<file path="config.mk">
export PLATFORM = sky130hd
export DESIGN_NAME = dms_seq
export DESIGN_NICKNAME = d
export VERILOG_FILES = /design/src/dms_pkg.sv /design/src/dms_wait_cnt.sv /design/src/dms_ck_div.sv /design/src/dms_seq.sv
export SDC_FILE = /design/constraint.sdc
export NUM_CORES = 1
export LEC_CHECK = 0
export ABC_AREA = 1
export CAP_MARGIN = 30
export CORE_MARGIN = 2
export CORE_UTILIZATION = 65
export CTS_CLUSTER_SIZE = 8
export DETAILED_ROUTE_END_ITERATION = 12
export DONT_BUFFER_PORTS = 1
export PLACE_DENSITY_LB_ADDON = 0.08
export RECOVER_POWER = 25
export REMOVE_ABC_BUFFERS = 1
export SLEW_MARGIN = 20
export SYNTH_ARGS = -nofsm -noshare
export SYNTH_HDL_FRONTEND = slang
export SYNTH_SLANG_ARGS = --single-unit
</file>
<file path="constraint.sdc">
create_clock -name clock_i -period 4.1 [get_ports clock_i]
set_input_delay 0.615 -clock clock_i [delete_from_list [all_inputs] [get_ports clock_i]]
set_output_delay 0.615 -clock clock_i [all_outputs]
set_load 0.1 [all_outputs]
</file>
<file path="src/dms_pkg.sv">
// constants and types shared by the dll mode switch sequencer
package dms_pkg;

  // ----------------------------------------------------------------
  // widths
  // ----------------------------------------------------------------
  localparam int ADDR_W = 13;
  localparam int BA_W   = 3;
  localparam int CNT_W  = 10;
  localparam int DIV_W  = 8;
  localparam int REG_AW = 4;
  localparam int DATA_W = 16;

  // ----------------------------------------------------------------
  // software register indices
  // ----------------------------------------------------------------
  localparam logic [REG_AW-1:0] REG_CTRL     = 4'h0;
  localparam logic [REG_AW-1:0] REG_STATUS   = 4'h1;
  localparam logic [REG_AW-1:0] REG_DIV_NEW  = 4'h2;
  localparam logic [REG_AW-1:0] REG_DIV_CUR  = 4'h3;
  localparam logic [REG_AW-1:0] REG_T_MOD    = 4'h4;
  localparam logic [REG_AW-1:0] REG_T_MRD    = 4'h5;
  localparam logic [REG_AW-1:0] REG_T_XS     = 4'h6;
  localparam logic [REG_AW-1:0] REG_T_CKSRE  = 4'h7;
  localparam logic [REG_AW-1:0] REG_T_CKSRX  = 4'h8;
  localparam logic [REG_AW-1:0] REG_T_DLLK   = 4'h9;
  localparam logic [REG_AW-1:0] REG_T_ZQOPER = 4'ha;
  localparam logic [REG_AW-1:0] REG_MR0      = 4'hb;
  localparam logic [REG_AW-1:0] REG_MR1      = 4'hc;
  localparam logic [REG_AW-1:0] REG_MR2      = 4'hd;

  // ----------------------------------------------------------------
  // field positions
  // ----------------------------------------------------------------
  localparam int CTRL_GO     = 0;
  localparam int CTRL_TO_OFF = 1;
  localparam int CTRL_ZQ_EN  = 2;
  localparam int CTRL_ODT    = 3;
  localparam int STAT_BUSY   = 0;
  localparam int STAT_DLLOFF = 1;
  localparam int STAT_DONE   = 2;
  localparam int MR1_DLL_DIS = 0;
  localparam int MR0_DLL_RST = 8;
  localparam int ZQ_LONG_BIT = 10;

  // ----------------------------------------------------------------
  // command codes {cs_n, ras_n, cas_n, we_n} and mode register banks
  // ----------------------------------------------------------------
  localparam logic [3:0] CMD_MRS  = 4'h0;
  localparam logic [3:0] CMD_REF  = 4'h1;
  localparam logic [3:0] CMD_ZQCL = 4'h6;
  localparam logic [3:0] CMD_NOP  = 4'h7;
  localparam logic [BA_W-1:0] BA_MR0 = 3'h0;
  localparam logic [BA_W-1:0] BA_MR1 = 3'h1;
  localparam logic [BA_W-1:0] BA_MR2 = 3'h2;

  // ----------------------------------------------------------------
  // clocking and reset values
  // ----------------------------------------------------------------
  localparam int SYS_CK_PS = 100000;
  localparam logic [DIV_W-1:0] DIV_RST = 8'h04;
  localparam int CK_PS_RST = 2 * 4 * SYS_CK_PS;
  localparam int T_XS_NS   = 170;
  localparam int T_CKSRE_NS = 10;
  localparam int T_CKSRX_NS = 10;

  // ns to whole clock cycles, rounded up
  function automatic logic [CNT_W-1:0] ns_to_nck(input int ns,
                                                 input int ck_ps);
    int n;
    n = (ns * 1000 + ck_ps - 1) / ck_ps;
    if (n < 1) n = 1;
    return CNT_W'(n);
  endfunction

  localparam logic [CNT_W-1:0] T_MOD_RST    = 10'h00c;
  localparam logic [CNT_W-1:0] T_MRD_RST    = 10'h004;
  localparam logic [CNT_W-1:0] T_XS_RST     = ns_to_nck(T_XS_NS, CK_PS_RST);
  localparam logic [CNT_W-1:0] T_CKSRE_RST  = 10'h005;
  localparam logic [CNT_W-1:0] T_CKSRX_RST  = 10'h005;
  localparam logic [CNT_W-1:0] T_DLLK_RST   = 10'h200;
  localparam logic [CNT_W-1:0] T_ZQOPER_RST = 10'h100;
  localparam logic [DATA_W-1:0] MR_RST      = 16'h0000;

  // ----------------------------------------------------------------
  // sequencer states
  // ----------------------------------------------------------------
  typedef enum logic [3:0] {
    S_IDLE, S_DLL_DIS, S_W_MOD_SRE, S_W_CKSRE, S_W_CKSRX, S_SRX,
    S_W_XS, S_DLL_RST, S_MR2, S_W_FIN, S_W_ZQ, S_W_LOCK
  } dms_state_t;

endpackage

</file>
<file path="src/dms_wait_cnt.sv">
// down counter of memory clock edges for one wait interval
`timescale 1ns/1ps
module dms_wait_cnt
  import dms_pkg::*;
#(
  parameter int W = CNT_W
) (
  input  wire logic         clock_i,
  input  wire logic         reset_i,
  input  wire logic         load_i,
  input  wire logic [W-1:0] value_i,
  input  wire logic         tick_i,
  output logic              done_o
);

  logic [W-1:0] cnt_r;

  // ----------------------------------------------------------------
  // load wins over a tick, stops at zero
  // ----------------------------------------------------------------
  always_ff @(posedge clock_i) begin
    if (reset_i) begin
      cnt_r <= '0;
    end else if (load_i) begin
      cnt_r <= value_i;
    end else if (tick_i && cnt_r != '0) begin
      cnt_r <= cnt_r - W'(1);
    end
  end

  assign done_o = (cnt_r == '0);

endmodule

</file>
<file path="src/dms_ck_div.sv">
// memory clock generator: divides the system clock, marks its edges
`timescale 1ns/1ps
module dms_ck_div
  import dms_pkg::*;
#(
  parameter int W = DIV_W
) (
  input  wire logic         clock_i,
  input  wire logic         reset_i,
  input  wire logic [W-1:0] half_i,
  output logic              ck_o,
  output logic              rise_o,
  output logic              fall_o
);

  logic [W-1:0] hc_r;
  logic         wrap;

  // half period in system cycles, zero treated as one
  assign wrap = (hc_r + W'(1) >= half_i);

  // ----------------------------------------------------------------
  // toggle and edge pulses; a new ratio applies at once, compared against the running half-period count
  // ----------------------------------------------------------------
  always_ff @(posedge clock_i) begin
    if (reset_i) begin
      hc_r   <= '0;
      ck_o   <= 1'b0;
      rise_o <= 1'b0;
      fall_o <= 1'b0;
    end else begin
      rise_o <= wrap && !ck_o;
      fall_o <= wrap && ck_o;
      if (wrap) begin
        hc_r <= '0;
        ck_o <= !ck_o;
      end else begin
        hc_r <= hc_r + W'(1);
      end
    end
  end

endmodule

</file>
<file path="src/dms_seq.sv">
// dll on/off switch sequencer driving a ddr3 device through self refresh
//
// The register offsets and strobed register access were chosen for this implementation.
`timescale 1ns/1ps
//
// Contract
// - idle, all banks precharged, termination off before dll-disable write
// - after dll-disable wait tmod, enter self refresh, hold clock tcksre
// - new clock stable for tcksrx before self refresh exit
// - toward dll-off, cke high from exit until tmod after every mrs
// - toward dll-off, odt low until all tmod intervals end
// - toward dll-off, wait txs then reprogram mode registers, zqcl allowed
// - toward dll-on, start idle with termination off, wait tcksre
// - toward dll-on, cke high from exit until tdllk after dll reset
// - toward dll-on, odt low until tdllk after dll reset
// - toward dll-on, wait txs then write mr1 a0 zero
// - after dll enable, wait tmrd then mr0 a8 one for dll reset
// - after dll reset wait tmrd, reprogram; zqcl once tmod met
// - no dll-dependent command before tdllk; also tzqoper after zqcl
// - clock-cycle intervals count actual memory clock edges
// - nanosecond timings become cycles divided by period, rounded up
module dms_seq
  import dms_pkg::*;
(
  input  wire logic              clock_i,
  input  wire logic              reset_i,
  input  wire logic [REG_AW-1:0] addr_i,
  input  wire logic [DATA_W-1:0] wdata_i,
  input  wire logic              wr_i,
  input  wire logic              rd_i,
  output logic      [DATA_W-1:0] rdata_o,
  output logic                   ck_o,
  output logic                   cke_o,
  output logic                   cs_n_o,
  output logic                   ras_n_o,
  output logic                   cas_n_o,
  output logic                   we_n_o,
  output logic      [BA_W-1:0]   ba_o,
  output logic      [ADDR_W-1:0] a_o,
  output logic                   odt_o,
  output logic                   busy_o
);

  // ----------------------------------------------------------------
  // declarations
  // ----------------------------------------------------------------
  dms_state_t        state_r, state_nxt;
  logic              to_off_r;
  logic              zq_en_r;
  logic              odt_idle_r;
  logic              dll_off_r;
  logic              done_r;
  logic [DIV_W-1:0]  div_new_r;
  logic [DIV_W-1:0]  div_cur_r;
  logic [CNT_W-1:0]  t_mod_r;
  logic [CNT_W-1:0]  t_mrd_r;
  logic [CNT_W-1:0]  t_xs_r;
  logic [CNT_W-1:0]  t_cksre_r;
  logic [CNT_W-1:0]  t_cksrx_r;
  logic [CNT_W-1:0]  t_dllk_r;
  logic [CNT_W-1:0]  t_zqoper_r;
  logic [DATA_W-1:0] mr0_r;
  logic [DATA_W-1:0] mr1_r;
  logic [DATA_W-1:0] mr2_r;
  logic              rise_w;
  logic              fall_w;
  logic              wait_done_w;
  logic              lock_done_w;
  logic              go_w;
  logic              launch_w;
  logic              issue;
  logic [3:0]        cmd_nxt;
  logic [BA_W-1:0]   ba_nxt;
  logic [ADDR_W-1:0] a_nxt;
  logic              wload;
  logic [CNT_W-1:0]  wval;
  logic              lock_load;
  logic              cke_lo;
  logic              cke_hi;
  logic              div_swap;
  logic              finish;

  // mode register value cut to the address pins
  function automatic logic [ADDR_W-1:0] mr_a(input logic [DATA_W-1:0] v);
    return v[ADDR_W-1:0];
  endfunction

  // widen a small field into a read word
  function automatic logic [DATA_W-1:0] rd_w(input logic [CNT_W-1:0] v);
    return {{(DATA_W-CNT_W){1'b0}}, v};
  endfunction

  assign go_w     = wr_i && addr_i == REG_CTRL && wdata_i[CTRL_GO];
  // commands launch on a falling memory clock edge once the wait expired
  assign launch_w = fall_w && wait_done_w;

  // ----------------------------------------------------------------
  // memory clock and the two wait counters
  // ----------------------------------------------------------------
  dms_ck_div #(.W(DIV_W)) u_div (
    .clock_i (clock_i),
    .reset_i (reset_i),
    .half_i  (div_cur_r),
    .ck_o    (ck_o),
    .rise_o  (rise_w),
    .fall_o  (fall_w)
  );

  // step wait: counts rising memory clock edges after a launch
  dms_wait_cnt #(.W(CNT_W)) u_wait (
    .clock_i (clock_i),
    .reset_i (reset_i),
    .load_i  (wload),
    .value_i (wval),
    .tick_i  (rise_w),
    .done_o  (wait_done_w)
  );

  // lock wait: runs beside the step wait from the dll reset
  dms_wait_cnt #(.W(CNT_W)) u_lock (
    .clock_i (clock_i),
    .reset_i (reset_i),
    .load_i  (lock_load),
    .value_i (t_dllk_r),
    .tick_i  (rise_w),
    .done_o  (lock_done_w)
  );

  // ----------------------------------------------------------------
  // sequencer next state and command choice
  // ----------------------------------------------------------------
  always_comb begin
    state_nxt = state_r;
    issue     = 1'b0;
    cmd_nxt   = CMD_NOP;
    ba_nxt    = '0;
    a_nxt     = '0;
    wload     = 1'b0;
    wval      = '0;
    lock_load = 1'b0;
    cke_lo    = 1'b0;
    cke_hi    = 1'b0;
    div_swap  = 1'b0;
    finish    = 1'b0;
    unique case (state_r)
      S_IDLE: begin
        // software starts only from idle with banks precharged
        if (go_w) begin
          state_nxt = wdata_i[CTRL_TO_OFF] ? S_DLL_DIS : S_W_MOD_SRE;
        end
      end
      S_DLL_DIS: begin
        if (launch_w) begin
          issue     = 1'b1;
          cmd_nxt   = CMD_MRS;
          ba_nxt    = BA_MR1;
          a_nxt     = mr_a(mr1_r) | ADDR_W'(1 << MR1_DLL_DIS);
          wload     = 1'b1;
          wval      = t_mod_r;
          state_nxt = S_W_MOD_SRE;
        end
      end
      S_W_MOD_SRE: begin
        if (launch_w) begin
          issue     = 1'b1;
          cmd_nxt   = CMD_REF;
          cke_lo    = 1'b1;
          wload     = 1'b1;
          wval      = t_cksre_r;
          state_nxt = S_W_CKSRE;
        end
      end
      S_W_CKSRE: begin
        // the entry edge is the first tick, so swap one rise later
        // and keep every period up to entry plus the wait unchanged
        if (rise_w && wait_done_w) begin
          div_swap  = 1'b1;
          wload     = 1'b1;
          wval      = t_cksrx_r;
          state_nxt = S_W_CKSRX;
        end
      end
      S_W_CKSRX: begin
        if (launch_w) begin
          issue     = 1'b1;
          cmd_nxt   = CMD_NOP;
          cke_hi    = 1'b1;
          wload     = 1'b1;
          wval      = t_xs_r;
          state_nxt = S_W_XS;
        end
      end
      S_W_XS: begin
        if (launch_w) begin
          issue  = 1'b1;
          cmd_nxt = CMD_MRS;
          wload  = 1'b1;
          wval   = t_mrd_r;
          if (to_off_r) begin
            ba_nxt    = BA_MR0;
            a_nxt     = mr_a(mr0_r) & ~ADDR_W'(1 << MR0_DLL_RST);
            state_nxt = S_MR2;
          end else begin
            ba_nxt    = BA_MR1;
            a_nxt     = mr_a(mr1_r) & ~ADDR_W'(1 << MR1_DLL_DIS);
            state_nxt = S_DLL_RST;
          end
        end
      end
      S_DLL_RST: begin
        if (launch_w) begin
          issue     = 1'b1;
          cmd_nxt   = CMD_MRS;
          ba_nxt    = BA_MR0;
          a_nxt     = mr_a(mr0_r) | ADDR_W'(1 << MR0_DLL_RST);
          wload     = 1'b1;
          wval      = t_mrd_r;
          lock_load = 1'b1;
          state_nxt = S_MR2;
        end
      end
      S_MR2: begin
        if (launch_w) begin
          issue     = 1'b1;
          cmd_nxt   = CMD_MRS;
          ba_nxt    = BA_MR2;
          a_nxt     = mr_a(mr2_r);
          wload     = 1'b1;
          wval      = t_mod_r;
          state_nxt = S_W_FIN;
        end
      end
      S_W_FIN: begin
        // zqcl only once tmod from the last mode write has passed
        if (launch_w) begin
          if (zq_en_r) begin
            issue     = 1'b1;
            cmd_nxt   = CMD_ZQCL;
            a_nxt     = ADDR_W'(1 << ZQ_LONG_BIT);
            wload     = 1'b1;
            wval      = t_zqoper_r;
            state_nxt = S_W_ZQ;
          end else begin
            state_nxt = S_W_LOCK;
          end
        end
      end
      S_W_ZQ: begin
        if (wait_done_w) begin
          state_nxt = S_W_LOCK;
        end
      end
      S_W_LOCK: begin
        // no dll-dependent traffic handed back before lock time
        if (wait_done_w && lock_done_w) begin
          finish    = 1'b1;
          state_nxt = S_IDLE;
        end
      end
    endcase
  end

  // ----------------------------------------------------------------
  // state and run settings
  // ----------------------------------------------------------------
  always_ff @(posedge clock_i) begin
    if (reset_i) begin
      state_r  <= S_IDLE;
      to_off_r <= 1'b0;
    end else begin
      state_r <= state_nxt;
      if (state_r == S_IDLE && go_w) begin
        to_off_r <= wdata_i[CTRL_TO_OFF];
      end
    end
  end

  // command pins change on the falling memory clock edge only
  always_ff @(posedge clock_i) begin
    if (reset_i) begin
      {cs_n_o, ras_n_o, cas_n_o, we_n_o} <= CMD_NOP;
      ba_o <= '0;
      a_o  <= '0;
    end else if (fall_w) begin
      {cs_n_o, ras_n_o, cas_n_o, we_n_o} <= issue ? cmd_nxt : CMD_NOP;
      ba_o <= issue ? ba_nxt : '0;
      a_o  <= issue ? a_nxt : '0;
    end
  end

  // cke low only in self refresh, high from exit to the end
  always_ff @(posedge clock_i) begin
    if (reset_i) begin
      cke_o <= 1'b1;
    end else if (cke_lo) begin
      cke_o <= 1'b0;
    end else if (cke_hi) begin
      cke_o <= 1'b1;
    end
  end

  // odt held low through the whole switch
  always_ff @(posedge clock_i) begin
    if (reset_i) begin
      odt_o  <= 1'b0;
      busy_o <= 1'b0;
    end else begin
      odt_o  <= (state_nxt == S_IDLE) ? odt_idle_r : 1'b0;
      busy_o <= (state_nxt != S_IDLE);
    end
  end

  // divider ratio swapped only inside self refresh
  always_ff @(posedge clock_i) begin
    if (reset_i) begin
      div_cur_r <= DIV_RST;
    end else if (div_swap) begin
      div_cur_r <= div_new_r;
    end
  end

  // dll mode reached and sticky completion flag, set wins over clear
  always_ff @(posedge clock_i) begin
    if (reset_i) begin
      dll_off_r <= 1'b0;
      done_r    <= 1'b0;
    end else begin
      if (finish) begin
        dll_off_r <= to_off_r;
      end
      if (finish) begin
        done_r <= 1'b1;
      end else if (wr_i && addr_i == REG_STATUS && wdata_i[STAT_DONE]) begin
        done_r <= 1'b0;
      end
    end
  end

  // ----------------------------------------------------------------
  // software writable registers
  // ----------------------------------------------------------------
  always_ff @(posedge clock_i) begin
    if (reset_i) begin
      zq_en_r    <= 1'b0;
      odt_idle_r <= 1'b0;
      div_new_r  <= DIV_RST;
      t_mod_r    <= T_MOD_RST;
      t_mrd_r    <= T_MRD_RST;
      t_xs_r     <= T_XS_RST;
      t_cksre_r  <= T_CKSRE_RST;
      t_cksrx_r  <= T_CKSRX_RST;
      t_dllk_r   <= T_DLLK_RST;
      t_zqoper_r <= T_ZQOPER_RST;
      mr0_r      <= MR_RST;
      mr1_r      <= MR_RST;
      mr2_r      <= MR_RST;
    end else if (wr_i) begin
      unique case (addr_i)
        REG_CTRL: begin
          zq_en_r    <= wdata_i[CTRL_ZQ_EN];
          odt_idle_r <= wdata_i[CTRL_ODT];
        end
        REG_DIV_NEW:  div_new_r  <= wdata_i[DIV_W-1:0];
        REG_T_MOD:    t_mod_r    <= wdata_i[CNT_W-1:0];
        REG_T_MRD:    t_mrd_r    <= wdata_i[CNT_W-1:0];
        REG_T_XS:     t_xs_r     <= wdata_i[CNT_W-1:0];
        REG_T_CKSRE:  t_cksre_r  <= wdata_i[CNT_W-1:0];
        REG_T_CKSRX:  t_cksrx_r  <= wdata_i[CNT_W-1:0];
        REG_T_DLLK:   t_dllk_r   <= wdata_i[CNT_W-1:0];
        REG_T_ZQOPER: t_zqoper_r <= wdata_i[CNT_W-1:0];
        REG_MR0:      mr0_r      <= wdata_i;
        REG_MR1:      mr1_r      <= wdata_i;
        REG_MR2:      mr2_r      <= wdata_i;
        default: ;
      endcase
    end
  end

  // read data valid in the cycle after the read strobe, else zero
  always_ff @(posedge clock_i) begin
    if (reset_i || !rd_i) begin
      rdata_o <= '0;
    end else begin
      unique case (addr_i)
        REG_CTRL: rdata_o <= DATA_W'({odt_idle_r, zq_en_r, to_off_r, 1'b0});
        REG_STATUS: rdata_o <= DATA_W'({done_r, dll_off_r, busy_o});
        REG_DIV_NEW:  rdata_o <= DATA_W'(div_new_r);
        REG_DIV_CUR:  rdata_o <= DATA_W'(div_cur_r);
        REG_T_MOD:    rdata_o <= rd_w(t_mod_r);
        REG_T_MRD:    rdata_o <= rd_w(t_mrd_r);
        REG_T_XS:     rdata_o <= rd_w(t_xs_r);
        REG_T_CKSRE:  rdata_o <= rd_w(t_cksre_r);
        REG_T_CKSRX:  rdata_o <= rd_w(t_cksrx_r);
        REG_T_DLLK:   rdata_o <= rd_w(t_dllk_r);
        REG_T_ZQOPER: rdata_o <= rd_w(t_zqoper_r);
        REG_MR0:      rdata_o <= mr0_r;
        REG_MR1:      rdata_o <= mr1_r;
        REG_MR2:      rdata_o <= mr2_r;
        default:      rdata_o <= '0;
      endcase
    end
  end

endmodule

</file>
## Word level (Yosys, flattened, before mapping)

Index checks and enable logic that the tools add are counted.

- Word-level logic and storage cells: 172
- Register bits: 213
- Input bits: 24
- Output and inout bits: 40

- Bitwise logic cells: 1
- Add/subtract/negate cells: 3
- $lt $le $gt $ge: 1
- Equality and inequality tests: 23
- Multiplexer cells: 65
- Reductions and logical operators: 45

Operators by type and width:

| operator | number |
|---|---|
| case mux 16 bit (14 select lines) | 1 |
| two-way mux 10 bit | 11 |
| two-way mux 13 bit | 6 |
| case mux 13 bit (5 select lines) | 1 |
| case mux 10 bit (6 select lines) | 1 |
| two-way mux 4 bit | 13 |
| case mux 4 bit (11 select lines) | 1 |
| == test 4 bit, second input constant | 10 |
| == test 4 x 3 -> 1 bit, second input constant | 7 |
| AND reduction 2 bit | 12 |
| two-way mux 11 bit | 2 |
| zero test 10 bit | 2 |
| two-way mux 1 bit | 20 |
| nonzero test 10 bit | 2 |
| subtractor 10 x 1 -> 10 bit, second input constant | 2 |
| == test 4 x 2 -> 1 bit, second input constant | 4 |
| logical AND 1 bit | 12 |
| zero test 4 bit | 3 |
| two-way mux 3 bit | 3 |
| case mux 3 bit (3 select lines) | 1 |
| adder 8 x 1 -> 8 bit, second input constant | 1 |
| == test 4 x 1 -> 1 bit, second input constant | 2 |
| greater-or-equal comparator 8 bit | 1 |
| nonzero test 2 bit | 4 |
| 11 further kinds | 16 |

## Logic depth before layout (Yosys ltp)

Gate-level depths: netlist of run 1.

- Depth after elaboration: 8
- Mapped depth: 14
- Depth with buffers taken out: 14

## Modules after synthesis

From an unflattened synthesis of run 1, not the netlist that was laid out.

- Cells, all modules: 1473
- Area total of the unflattened synthesis: 10199.8 um^2

Modules (own cells, without submodules):

| module | instances | area an instance (um^2) | sequential area each (um^2) | cells each |
|---|---|---|---|---|
| dms_seq | 1 | 8037.7 | 3583.4 | 1132 |
| dms_wait_cnt | 2 | 737.0 | 200.2 | 124 |
| dms_ck_div | 1 | 688.2 | 220.2 | 93 |

## Least setup slack after synthesis of run 1

Ideal clock, no wire load.

- Kind: register to register
- From: reg u_div.hc_r[0]
- To: reg u_div.hc_r[2]
- Stages on the path, launching flop included: 11
- Data arrival time: 1.944 ns
- Path slack: 2.074 ns
- Period minus slack after synthesis: 2.026 ns
- Required time: 4.018 ns
- Cells stage by stage: dfxtp_1 nand3_1 nand3b_1 nand3b_1 xor2_1 inv_1 ha_1 a21oi_1 o21a_1 nand4_1 nor3_1

- Longest elaborated chain between the ends: 3

Ends and longest elaborated chain:

| item | line | text |
|---|---|---|
| start: declaration | dms_ck_div.sv:16 | `logic [W-1:0] hc_r;` |
| start signal: assignment | dms_ck_div.sv:38 | `hc_r <= hc_r + W'(1);` |
| adder 8 x 1 -> 8 bit (*) | dms_ck_div.sv:20, dms_ck_div.sv:38 |  |
| greater-or-equal comparator 8 bit | dms_ck_div.sv:20 | `assign wrap = (hc_r + W'(1) >= half_i);` |
| OR reduction 2 bit (no source line) | n/a |  |

Mark *: on every way between the ends. The rest lies on a longest branch, timed or not.
A chain may end at the register's enable or synchronous reset.

## Worst setup path after layout of run 1

- From: reg u_wait.cnt_r[0]
- To: reg a_o[2]

- Longest elaborated chain between the ends: 5
- Elaborated cells between the ends (all ways): 12
- Those cells by class: mux: 10; reduce/logical: 2

Ends and longest elaborated chain:

| item | line | text |
|---|---|---|
| start: declaration | dms_wait_cnt.sv:16 | `logic [W-1:0] cnt_r;` |
| start signal: assignment | dms_wait_cnt.sv:25 | `cnt_r <= value_i;` |
| start signal: assignment | dms_wait_cnt.sv:27 | `cnt_r <= cnt_r - W'(1);` |
| zero test 10 bit (*) | dms_wait_cnt.sv:31 | `assign done_o = (cnt_r == '0);` |
| logical AND 1 bit (*) | dms_seq.sv:95 | `assign launch_w = fall_w && wait_done_w;` |
| two-way mux 11 bit, or another cell as far along | dms_seq.sv:235 | `if (launch_w) begin` |
| case mux 13 bit (5 select lines) or case mux 1 bit (2 select lines) (tied branches) | dms_seq.sv:145 | `unique case (state_r)` |
| two-way mux 13 bit (*) | dms_seq.sv:287 | `a_o <= issue ? a_nxt : '0;` |
| end signal: assignment | dms_seq.sv:287 |  |
| end: declaration | dms_seq.sv:39 | `output logic [ADDR_W-1:0] a_o,` |

Marks and branches as above.

==> flow_summary.yaml, run 1 <==
status:
  outcome: "completed"
placed_design:
  placed_cells: 1533
  dp_hpwl_microns: 21600
  place_ws_ns: 1.33
  final_replace_weighted_congestion: 1.06
  port_buffers: 0
cts:
  tritoncts_num_sinks: 210
  cts_tree: "done"
  cts.repair.resized: 0
  clock-root-buffer: "sky130_fd_sc_hd__clkbuf_16"
  cts_hold_buffers: 0
  tritoncts.num_buffers: 30
  clock_tree.buffer_depth: 3
  postCtsSetupRepairBufs: 0
  htreeDepth: 1
  path_clk_slew_ns: 0.05
  clock_insertion_delay_worst_skew_ns: 0.53
floorplanning:
  floorplan.rows: 45
  num_io_pins: 64
  die_height_microns: 128
  core-area_sq_um: 15100
  dieArea_sq_um: 16300
  initial_utilization: 0.660
  die_width_microns: 128
grt:
  grt_overflow_total: 0
  antenna_found_initial: 1
  grtUsageTotal: 0.373
  largest_net_degree_at_the_start_of_global_routing: 61
  first_pass_grt_wire_length_microns: 47500
  first_global_vias: 8848
worst_setup_path:
  worstPathCellList: "inv_1, ha_1, nand2_1, nor2_4, nand4_2, nand2_1, nand2_1, nand3_1, nand2_1, inv_1"
  worst_path_most_repeated_cell: "sky130_fd_sc_hd__nand2_1"
  critical_path.reg2reg.endpoint: "a_o[2]"
  crit_path_max_incr_delay_ns: 0.53
  crit_path_end_kind: "flop"
  crit_path_top_delay_cell: "sky130_fd_sc_hd__nand2_1"
  timing.critical_path.from_type: "flop"
  reg2regPathDepth: 10
  cp_data_arrival_time_ns: 3.02
  timing.rr.start: "u_wait.cnt_r[0]"
  worst_path_dominant_cell_family: "simple AND/OR/NAND/NOR gates"
  timing.setup.critical_path_class: "flop to flop"
  worstPathRequired_ns: 4.57
  cp_num_buf_inv: 2
  reg2reg_setup_slack_ns: 1.55
  crit_fanout: 17
power:
  worst_ir_drop_vdd_uv: 313
  switchingPower_mw: 1.36
  power.combinational.fraction: 0.122
  pwr-share-seq: 0.444
  clock_power_share: 0.435
  switching_portion_of_total_power: 0.275
  power.static_leakage_nw: 4.65
  internal_power_mw: 3.58
  p_per_area_nw_per_um2: 459
finish:
  layoutNonFillerInstCount: 1568
  drive_above_1_share: 0.0508
  fin_nets: 1415
  postLayoutCoreUtil: 0.714
  area_delta_synth_final_pct: 8.09
drt:
  remaining_drc_errors: 0
  drt-initial-drc-count: 1281
  routed_via_density: 6.15
  drt_pass1_iterations: 6
  detail_route.wl_per_cell_microns: 19.6
  drt_antenna_net_count: 0
  dr_total_vias: 9643
  postRouteWirelength_microns: 30700
worst_hold_path:
  timing.hold.worst_path_depth: 1
  whs_endpoint: "odt_idle_r"
  hold_path_startpoint: "reset_i"
  min_path_type: "input pin to flop"
sta:
  totalNegativeSetupSlack_ns: 0
  fmaxAchievable_ghz: 0.392
  finalMaxSlewViolations: 0
  worst_slack_ns: 1.55
  fin_skew_ns: 0.0152
  worst_slew_margin_rel: 0.187
  finalHoldViolations: 0
  finalSetupViolCount: 0
  timing.final.crit_period_ns: 2.55
  unrepaired_setup_endpoints_after_global_routing: "false"
  finalCritPeriodShare: 0.622
  timing_worst_slew_pin_value_ns: 1.22
logic_synthesis:
  yosys-top-cells-area: "sky130_fd_sc_hd__dfxtp_1 (42%), sky130_fd_sc_hd__nand2_1 (9.0%), sky130_fd_sc_hd__inv_1 (7.8%)"
  synth.yosys.seq_area_share: 0.422
  syn-cell-area_sq_um: 9960
  synthesis.area_per_instance_sq_um: 7.11
  number_of_enable_type_register_cells_in_the_synthesized_netlist: 0
  synth_top_flop_cell: "sky130_fd_sc_hd__dfxtp_1"
  flip_flop_and_latch_count_after_synthesis: 210
  synth.lib_cells_used.distinct: 47
  synthArstFlopShare: 0
  synth_top_cell_by_area: "sky130_fd_sc_hd__dfxtp_1"
  synth-warning-count: 0
  postSynthCellCount: 1402
  synthDominantCellAreaShare: 0.422
run:
  timing.max_cap.violations: 0
==> power groups by stage <==
stage,clock network (mW),registers [mW],logic (mW)
after CTS,2.15,2.23,0.551
after global placement,0,2.29,0.508
after global routing,2.24,2.20,0.657
after floorplan,0,2.27,0.391
after detailed placement,0,2.27,0.546
final,2.15,2.19,0.601
==> metal layers <==
layer | GRT usage | routed length [microns] | vias up
li1 | - | - | 4587
met1 | 0.490 | 12300 | 4425
met2 | 0.575 | 13500 | 518
met4 | 0.186 | 1550 | 0
met5 | 0 | 0 | -
met3 | 0.0893 | 3340 | 113
==> worst max-delay path by stage <==
stage	start	to	slack (ns)	cells past startpoint
after CTS	u_wait.cnt_r[0]	u_lock.cnt_r[8]	1.59	11
after global placement	addr_i[1]	mr1_r[11]	1.45	6
final	u_wait.cnt_r[0]	a_o[2]	1.55	10
after floorplan	reset_i	u_div.hc_r[2]	0.91	3
after global routing	u_wait.cnt_r[0]	u_lock.cnt_r[6]	1.29	11
after detailed placement	addr_i[3]	mr0_r[4]	1.33	7
==> per-stage QoR <==
step / hold WS (ns) / instance area [sq um] / power [mW]
floorplan: 0.431 / 9670 / 2.66
global placement: 0.441 / 9960 / 2.79
detailed placement: 0.447 / 10000 / 2.82
CTS: 0.143 / 10800 / 4.94
global route: 0.146 / 10800 / 5.09
finish: 0.157 / 10800 / 4.94
==> cells in the mapped netlist, types with 3 or more instances <==
master,n
sky130_fd_sc_hd__xor2_1,15
sky130_fd_sc_hd__clkbuf_1,48
sky130_fd_sc_hd__nor2_2,3
sky130_fd_sc_hd__o22ai_1,34
sky130_fd_sc_hd__o21ai_1,6
sky130_fd_sc_hd__xnor2_1,3
sky130_fd_sc_hd__nor2_4,3
sky130_fd_sc_hd__a21oi_1,145
sky130_fd_sc_hd__nor3_1,11
sky130_fd_sc_hd__buf_2,8
sky130_fd_sc_hd__buf_4,5
sky130_fd_sc_hd__o221ai_1,14
sky130_fd_sc_hd__o2111ai_1,6
sky130_fd_sc_hd__dfxtp_1,210
sky130_fd_sc_hd__inv_1,206
sky130_fd_sc_hd__nand3_1,48
sky130_fd_sc_hd__a31oi_1,9
sky130_fd_sc_hd__nand2_1,239
sky130_fd_sc_hd__nand4_1,15
sky130_fd_sc_hd__buf_1,3
sky130_fd_sc_hd__clkinv_1,5
sky130_fd_sc_hd__inv_2,6
sky130_fd_sc_hd__o21ai_0,147
sky130_fd_sc_hd__a221oi_1,16
sky130_fd_sc_hd__ha_1,12
sky130_fd_sc_hd__o211ai_1,14
sky130_fd_sc_hd__a22oi_1,6
sky130_fd_sc_hd__nand2_2,5
sky130_fd_sc_hd__nor2_1,135
==> worst reg2reg max path: cells and delay by family, from the launching register on <==
| family | cells | cell delay (ns) |
|---|---|---|
| AND/OR/NAND/NOR | 7 | 1.82 |
| adder cells (fa/ha/maj) | 1 | 0.21 |
| flip-flops | 1 | 0.32 |
| buffers and inverters | 2 | 0.15 |
==> flip-flops by register name, summed over array words and instances, names as in the netlist, 2 cells and up <==
signal        flops
t_dllk_r         10
u_lock.cnt_r     10
u_div.hc_r        8
t_cksrx_r        10
a_o              13
state_r           4
div_new_r         8
u_wait.cnt_r     10
rdata_o          16
mr1_r            16
t_zqoper_r       10
ba_o              2
t_xs_r           10
t_mod_r          10
t_cksre_r        10
div_cur_r         8
t_mrd_r          10
mr2_r            16
mr0_r            16
==> cell families after synthesis <==
family / synth area share
simple gates: 0.205
compound gates: 0.230
buf+inv: 0.112
flops: 0.422
xor+xnor: 0.0158
fa+ha+maj: 0.0151
other cells: 0.000376
==> layout make-up <==
| type | instances | area (sq um) |
|---|---|---|
| antenna | 1 | 2.50 |
| fill | 1260 | 4320 |
| multi-input combinational | 909 | 4650 |
| timing repair buffer | 10 | 68.8 |
| sequential | 210 | 4210 |
| clock inverter | 1 | 8.76 |
| clock buffer | 31 | 776 |
| tap | 188 | 235 |
| inverter | 218 | 825 |
==> placed cells by master (no fill, tap or decap), types with 6 or more instances in the layout <==
cell type,n
sky130_fd_sc_hd__nor3_1,11
sky130_fd_sc_hd__o221ai_1,14
sky130_fd_sc_hd__inv_2,6
sky130_fd_sc_hd__clkbuf_16,31
sky130_fd_sc_hd__o22ai_1,34
sky130_fd_sc_hd__a21oi_1,145
sky130_fd_sc_hd__xor2_1,15
sky130_fd_sc_hd__o21ai_1,6
sky130_fd_sc_hd__buf_4,6
sky130_fd_sc_hd__o21ai_0,147
sky130_fd_sc_hd__inv_1,205
sky130_fd_sc_hd__a31oi_1,9
sky130_fd_sc_hd__nand2_1,239
sky130_fd_sc_hd__nand4_1,15
sky130_fd_sc_hd__a22oi_1,6
sky130_fd_sc_hd__a221oi_1,16
sky130_fd_sc_hd__dfxtp_1,209
sky130_fd_sc_hd__ha_1,12
sky130_fd_sc_hd__o211ai_1,14
sky130_fd_sc_hd__nor2_1,135
sky130_fd_sc_hd__o2111ai_1,6
sky130_fd_sc_hd__nand3_1,48
(Power assumes the default switching activity.)
==> run 2: changes to the inputs <==
Settings changed: CORE_UTILIZATION 65 to 64.
Clock period 4.1 ns to 2.55 ns, I/O delays scaled along.
==> run 2 against run 1 <==
  * Non-clock buffer count up 46
  * Worst setup slack got worse by 1.3 ns
  * Worst hold slack got worse by 0.15 ns
  * Final cell count rose by 2.9%
  * First-iteration DRC count down 16%
  * Maximum frequency up 12%
==> flow_summary.yaml, run 2 (synthesis results as in run 1) <==
power:
  power.static_leakage_nw: 4.85
  worst_ir_drop_vdd_uv: 702
  clock_power_share: 0.429
  switchingPower_mw: 2.24
  switching_portion_of_total_power: 0.278
  p_per_area_nw_per_um2: 721
  power.combinational.fraction: 0.131
  internal_power_mw: 5.80
  pwr-share-seq: 0.439
drt:
  detail_route.wl_per_cell_microns: 20.0
  postRouteWirelength_microns: 32200
  drt-initial-drc-count: 1076
  drt_pass1_iterations: 6
  remaining_drc_errors: 0
  drt_antenna_net_count: 0
  routed_via_density: 6.18
  dr_total_vias: 9974
status:
  outcome: "completed"
cts:
  clock_insertion_delay_worst_skew_ns: 0.54
  path_clk_slew_ns: 0.05
  cts_tree: "done"
  clock_tree.buffer_depth: 3
  clock-root-buffer: "sky130_fd_sc_hd__clkbuf_16"
  tritoncts_num_sinks: 210
  htreeDepth: 1
  tritoncts.num_buffers: 30
worst_hold_path:
  min_path_type: "input pin to flop"
finish:
  final_design_area_no_fill_sq_um: 11100
  layout.cells.most_common_list: "sky130_fd_sc_hd__nand2_1 (239), sky130_fd_sc_hd__dfxtp_1 (209), sky130_fd_sc_hd__inv_1 (205)"
  diode_count: 0
  drive_above_1_share: 0.0695
  postLayoutCoreUtil: 0.733
  area_delta_synth_final_pct: 11.8
  fillerInstances: 1277
  fin_nets: 1461
  final_common_cell: "sky130_fd_sc_hd__nand2_1"
grt:
  largest_net_degree_at_the_start_of_global_routing: 100
  grt_overflow_total: 0
  antenna_found_initial: 0
  first_global_vias: 9179
  grtUsageTotal: 0.382
  first_pass_grt_wire_length_microns: 49300
sta:
  fin_skew_ns: 0.0168
  timing.final.crit_period_ns: 2.29
  finalMaxSlewViolations: 0
  worst_slew_margin_rel: 0.325
  finalHoldViolations: 0
  finalCritPeriodShare: 0.897
  fmaxAchievable_ghz: 0.437
  timing_worst_slew_pin_value_ns: 1.01
  hold_ws_ns: 0.00716
  finalSetupViolCount: 0
placed_design:
  placed_instance_area_sq_um: 10200
  port_buffers: 0
  dp_hpwl_microns: 22100
  final_replace_weighted_congestion: 0.999
worst_setup_path:
  timing.setup.critical_path_class: "flop to flop"
  crit_fanout: 5
  critical_path.reg2reg.endpoint: "u_div.hc_r[6]"
  crit_path_end_kind: "flop"
  reg2reg_setup_slack_ns: 0.26
  cp_data_arrival_time_ns: 2.70
  timing.rr.start: "u_div.hc_r[0]"
  worstPathRequired_ns: 2.97
  reg2regPathDepth: 12
  critPathCapture: "u_div.hc_r[6]"
  timing.critical_path.from_type: "flop"
  critPathLaunch: "u_div.hc_r[0]"
floorplanning:
  floorplan.rows: 45
  core-area_sq_um: 15200
  dieArea_sq_um: 16600
  num_io_pins: 64
  die_height_microns: 129
  initial_utilization: 0.655
  die_width_microns: 129
run:
  timing.max_cap.violations: 0
run 2: cell types whose count changed in the layout (fill, tap and decap cells not counted), sizes merged:
cell and delta:
buf +30, dlygate4sd3 +11, clkbuf +5, diode -1
run 2: worst min-delay path by stage:
| stage | cells after the start | startpoint | slack [ns] | to |
|---|---|---|---|---|
| final | 2 | wdata_i[4] | 0.007 | t_mod_r[4] |
| after CTS | 2 | wdata_i[6] | 0.0009 | t_cksre_r[6] |
| after global routing | 2 | wdata_i[5] | 0.009 | t_cksre_r[5] |
| after global placement | 2 | mr2_r[15] | 0.44 | mr2_r[15] |
| after detailed placement | 2 | mr1_r[13] | 0.45 | mr1_r[13] |
| after floorplan | 2 | mr0_r[13] | 0.43 | mr0_r[13] |
run 2: layout make-up:
| type | count | area (sq um) | share of cell area |
|---|---|---|---|
| Clock inverter | 1 | 8.76 | 0.000786 |
| Sequential cell | 210 | 4210 | 0.378 |
| Timing Repair Buffer | 56 | 443 | 0.0398 |
| Inverter | 218 | 825 | 0.0740 |
| Clock buffer | 31 | 776 | 0.0696 |
| Tap cell | 188 | 235 | 0.0211 |
| Multi-Input combinational cell | 909 | 4650 | 0.417 |
run 2: what timing repair did:
| action | 4_1_cts | 5_1_grt |
|---|---|---|
| buffers inserted | 0 | 4 |
| hold endpoints to repair | 48 | 0 |
| hold buffers | 12 | 0 |
| setup endpoints to repair | 0 | 17 |
| gates resized for setup | 0 | 1 |
run 2: critical path, stage by stage, from the launching register on:
cell and delay, ns:
sky130_fd_sc_hd__dfxtp_1 0.38, sky130_fd_sc_hd__nand3_1 0.13, sky130_fd_sc_hd__nand3b_1 0.21, sky130_fd_sc_hd__nand3b_1 0.19, sky130_fd_sc_hd__xor2_1 0.17, sky130_fd_sc_hd__inv_1 0.07, sky130_fd_sc_hd__ha_1 0.30, sky130_fd_sc_hd__nand2_1 0.09
sky130_fd_sc_hd__nor2_2 0.13, sky130_fd_sc_hd__nand4_1 0.11, sky130_fd_sc_hd__nand4_1 0.17, sky130_fd_sc_hd__buf_4 0.17, sky130_fd_sc_hd__nor2_1 0.04
run 2: layer usage:
metal,GRT usage,wire [microns]
met1,0.491,12400
met2,0.612,14400
met3,0.0911,3780
met4,0.175,1570
met5,0,0
run 2: power by group through the flow:
stage / registers, mW / clock network, mW / logic [mW]
CTS: 3.53 / 3.46 / 1.01
global placement: 3.59 / 0 / 0.947
finish: 3.53 / 3.45 / 1.05
floorplan: 3.65 / 0 / 0.629
detailed placement: 3.59 / 0 / 0.964
global route: 3.53 / 3.60 / 1.14
run 2: stage by stage:
stage	setup WS [ns]	power, mW	instances	setup TNS (ns)
2_1_floorplan	-0.406	4.28	1337	-7.39
3_3_place_gp	0.284	4.53	1565	0
3_5_place_dp	0.238	4.55	1565	0
4_1_cts	0.175	7.99	1609	0
5_1_grt	-0.0186	8.28	1613	-0.0532
6_report	0.264	8.03	1613	0
==> run 3: changes to the inputs <==
Settings changed: CORE_UTILIZATION 64 to 65, SYNTH_HIERARCHICAL set to 1.
Clock period 2.55 ns to 2.91 ns, I/O delays scaled along.
==> run 3 against run 2 <==
  * Via count shrank 0.25%
  * Highest routed layer unchanged
  * Combinational power shrank 35%
  * Critical path type unchanged
  * Sequential power shrank 12%
  * Synthesized area grew 2.4%
  * Largest cell class unchanged
  * Flip-flop and latch count is the same
  * Utilization shrank 0.31 points
  * Critical endpoint is now u_wait/cnt_r[1]
  * Largest power group unchanged
==> flow_summary.yaml, run 3 <==
floorplanning:
  die_width_microns: 129
  dieArea_sq_um: 16700
  num_io_pins: 64
  core-area_sq_um: 15300
  die_height_microns: 129
  floorplan.rows: 45
  initial_utilization: 0.668
cts:
  path_clk_slew_ns: 0.05
  htreeDepth: 1
  cts_tree: "done"
  clock_insertion_delay_worst_skew_ns: 0.55
  tritoncts.num_buffers: 30
  clock-root-buffer: "sky130_fd_sc_hd__clkbuf_16"
  tritoncts_num_sinks: 210
  clock_tree.buffer_depth: 3
logic_synthesis:
  synthesis.area_per_instance_sq_um: 6.92
  synth.top_cells.by_count: "sky130_fd_sc_hd__nand2_1 (299), sky130_fd_sc_hd__inv_1 (217), sky130_fd_sc_hd__dfxtp_1 (210)"
  syn-cell-area_sq_um: 10200
  synthMostInstantiatedCell: "sky130_fd_sc_hd__nand2_1"
  synth.lib_cells_used.distinct: 38
  synth.yosys.seq_area_share: 0.412
  yosys-top-cells-area: "sky130_fd_sc_hd__dfxtp_1 (41%), sky130_fd_sc_hd__nand2_1 (11%), sky130_fd_sc_hd__inv_1 (8.0%)"
  synth-warning-count: 6
  synthDominantCellAreaShare: 0.412
  postSynthCellCount: 1473
  synth_top_flop_cell: "sky130_fd_sc_hd__dfxtp_1"
  flip_flop_and_latch_count_after_synthesis: 210
  synthArstFlopShare: 0
  synth_top_cell_by_area: "sky130_fd_sc_hd__dfxtp_1"
  number_of_enable_type_register_cells_in_the_synthesized_netlist: 0
power:
  power.static_leakage_nw: 4.60
  p_per_area_nw_per_um2: 610
  totalPowerFinal_mw: 6.79
  worst_ir_drop_vdd_uv: 486
finish:
  layoutNonFillerInstCount: 1675
  diode_count: 0
  fillerInstances: 1286
  area_delta_synth_final_pct: 9.15
  fin_nets: 1499
  drive_above_1_share: 0.0649
  final_common_cell: "sky130_fd_sc_hd__nand2_1"
  layout.cells.most_common_list: "sky130_fd_sc_hd__nand2_1 (304), sky130_fd_sc_hd__inv_1 (223), sky130_fd_sc_hd__dfxtp_1 (209)"
sta:
  fin_skew_ns: 0.0259
  worst_slew_margin_rel: 0.291
  finalSetupViolCount: 0
  finalHoldViolations: 0
  fmaxAchievable_ghz: 0.371
  totalNegativeSetupSlack_ns: 0
  worst_slack_ns: 0.212
  finalMaxSlewViolations: 0
  unrepaired_setup_endpoints_after_global_routing: "false"
  timing.final.crit_period_ns: 2.70
  timing_worst_slew_pin_value_ns: 1.06
  finalCritPeriodShare: 0.927
drt:
  routed_via_density: 5.94
  detail_route.wl_per_cell_microns: 18.1
  postRouteWirelength_microns: 30300
  remaining_drc_errors: 0
  drt-initial-drc-count: 1110
  drt_antenna_net_count: 0
  dr_total_vias: 9949
  drt_pass1_iterations: 6
run:
  timing.max_cap.violations: 0
placed_design:
  placed_cells: 1640
  dp_hpwl_microns: 20700
  final_replace_weighted_congestion: 1.02
  port_buffers: 0
  place_ws_ns: 0.203
worst_setup_path:
  reg2reg_setup_slack_ns: 0.21
  crit_fanout: 11
  timing.setup.critical_path_class: "flop to flop"
  crit_path_end_kind: "flop"
  worstPathRequired_ns: 3.36
  reg2regPathDepth: 17
  timing.rr.start: "u_wait/cnt_r[0]"
  timing.critical_path.from_type: "flop"
  critical_path.reg2reg.endpoint: "u_wait/cnt_r[1]"
  cp_data_arrival_time_ns: 3.14
grt:
  grt_overflow_total: 0
  largest_net_degree_at_the_start_of_global_routing: 137
  grtUsageTotal: 0.357
  first_global_vias: 9173
  antenna_found_initial: 1
  first_pass_grt_wire_length_microns: 47300
worst_hold_path:
  timing.hold.worst_path_depth: 2
  min_path_type: "input pin to flop"
  whs_endpoint: "ras_n_o"
  hold_path_startpoint: "reset_i"
status:
  outcome: "completed"
-- run 3: changes by cell type in the layout (fill, tap and decap cells not counted), sizes merged, moves of 8 or more --
| cell | before | now |
|---|---|---|
| nor2 | 142 | 131 |
| a221oi | 16 | 0 |
| xor2 | 15 | 7 |
| nand3 | 50 | 76 |
| o22ai | 34 | 42 |
| o221ai | 14 | 5 |
| o21ai | 155 | 143 |
| nand2 | 247 | 316 |
| buf | 37 | 21 |
| inv | 211 | 232 |
| a32oi | 0 | 21 |
| dlygate4sd3 | 11 | 1 |
-- run 3: report_power, final --
part / leakage [nW] / switching (mW) / internal [mW]
clock: 0.385 / 1.19 / 1.80
combinational: 2.52 / 0.487 / 0.194
sequential: 1.70 / 0.149 / 2.97
total: 4.60 / 1.82 / 4.96
-- run 3: stage by stage --
step                      hold slack, ns   util  area [sq um]
final                             0.0148  0.730         11100
after global routing             0.00486  0.730         11100
after CTS                      0.0000328  0.732         11200
after detailed placement           0.442  0.679         10400
after global placement             0.437  0.679         10400
after floorplan                    0.425      -          9910
-- run 3: kinds of logic after synthesis --
logic type	after synthesis	synth area share
AOI/OAI and AO/OA	394	0.218
xor gates and xnor gates	9	0.00773
adders and majority gates	11	0.0135
buffers and inverters	305	0.117
DFF	210	0.412
other	1	0.000368
and+or+nand+nor	543	0.231
-- run 3: layout make-up --
| type | instances | area [sq um] | share of cell area |
|---|---|---|---|
| well taps | 211 | 264 | 0.0237 |
| inverters | 237 | 901 | 0.0809 |
| clock inverters | 2 | 38.8 | 0.00348 |
| clock buffers | 30 | 751 | 0.0674 |
| flip-flops and latches | 210 | 4210 | 0.378 |
| multi-input cells | 959 | 4760 | 0.427 |
| repair buffers | 26 | 215 | 0.0193 |
-- run 3: how the worst max path moves through the flow --
stage | slack, ns | from | endpoint
floorplan | -0.06 | u_wait/cnt_r[0] | u_wait/cnt_r[1]
global route | 0.07 | u_wait/cnt_r[0] | u_wait/cnt_r[5]
detailed placement | 0.20 | u_wait/cnt_r[0] | u_wait/cnt_r[1]
finish | 0.21 | u_wait/cnt_r[0] | u_wait/cnt_r[1]
global placement | 0.32 | u_wait/cnt_r[0] | u_wait/cnt_r[1]
CTS | 0.18 | u_wait/cnt_r[0] | u_wait/cnt_r[1]
-- run 3: routing by layer --
metal	share of wire	track usage	vias to the layer above
met3	0.10	0.0652	101
met5	0	0	-
li1	-	-	4797
met4	0.036	0.139	0
met1	0.41	0.481	4526
met2	0.45	0.572	525
-- run 3: repair_timing --
item                                   4_1_cts  5_1_grt
setup buffers                                0        0
gates resized for setup                      0        3
hold buffers                                 1        1
endpoints found under the hold margin       37        1
setup endpoints to repair                    0       10
-- run 3: critical path, cell delays in order (launching register included) --
cell and delay, ns:
sky130_fd_sc_hd__dfxtp_1 0.32, sky130_fd_sc_hd__inv_1 0.09, sky130_fd_sc_hd__ha_2 0.25, sky130_fd_sc_hd__nand2_4 0.08, sky130_fd_sc_hd__nor2_4 0.14, sky130_fd_sc_hd__nand2_2 0.15
sky130_fd_sc_hd__inv_2 0.16, sky130_fd_sc_hd__nand2_1 0.12, sky130_fd_sc_hd__inv_2 0.15, sky130_fd_sc_hd__nand2_1 0.11, sky130_fd_sc_hd__nor2_2 0.15, sky130_fd_sc_hd__inv_1 0.07
sky130_fd_sc_hd__nand3_1 0.22, sky130_fd_sc_hd__inv_2 0.18, sky130_fd_sc_hd__nand2_4 0.17, sky130_fd_sc_hd__clkinv_4 0.09, sky130_fd_sc_hd__nor2_1 0.09, sky130_fd_sc_hd__nor2_1 0.05
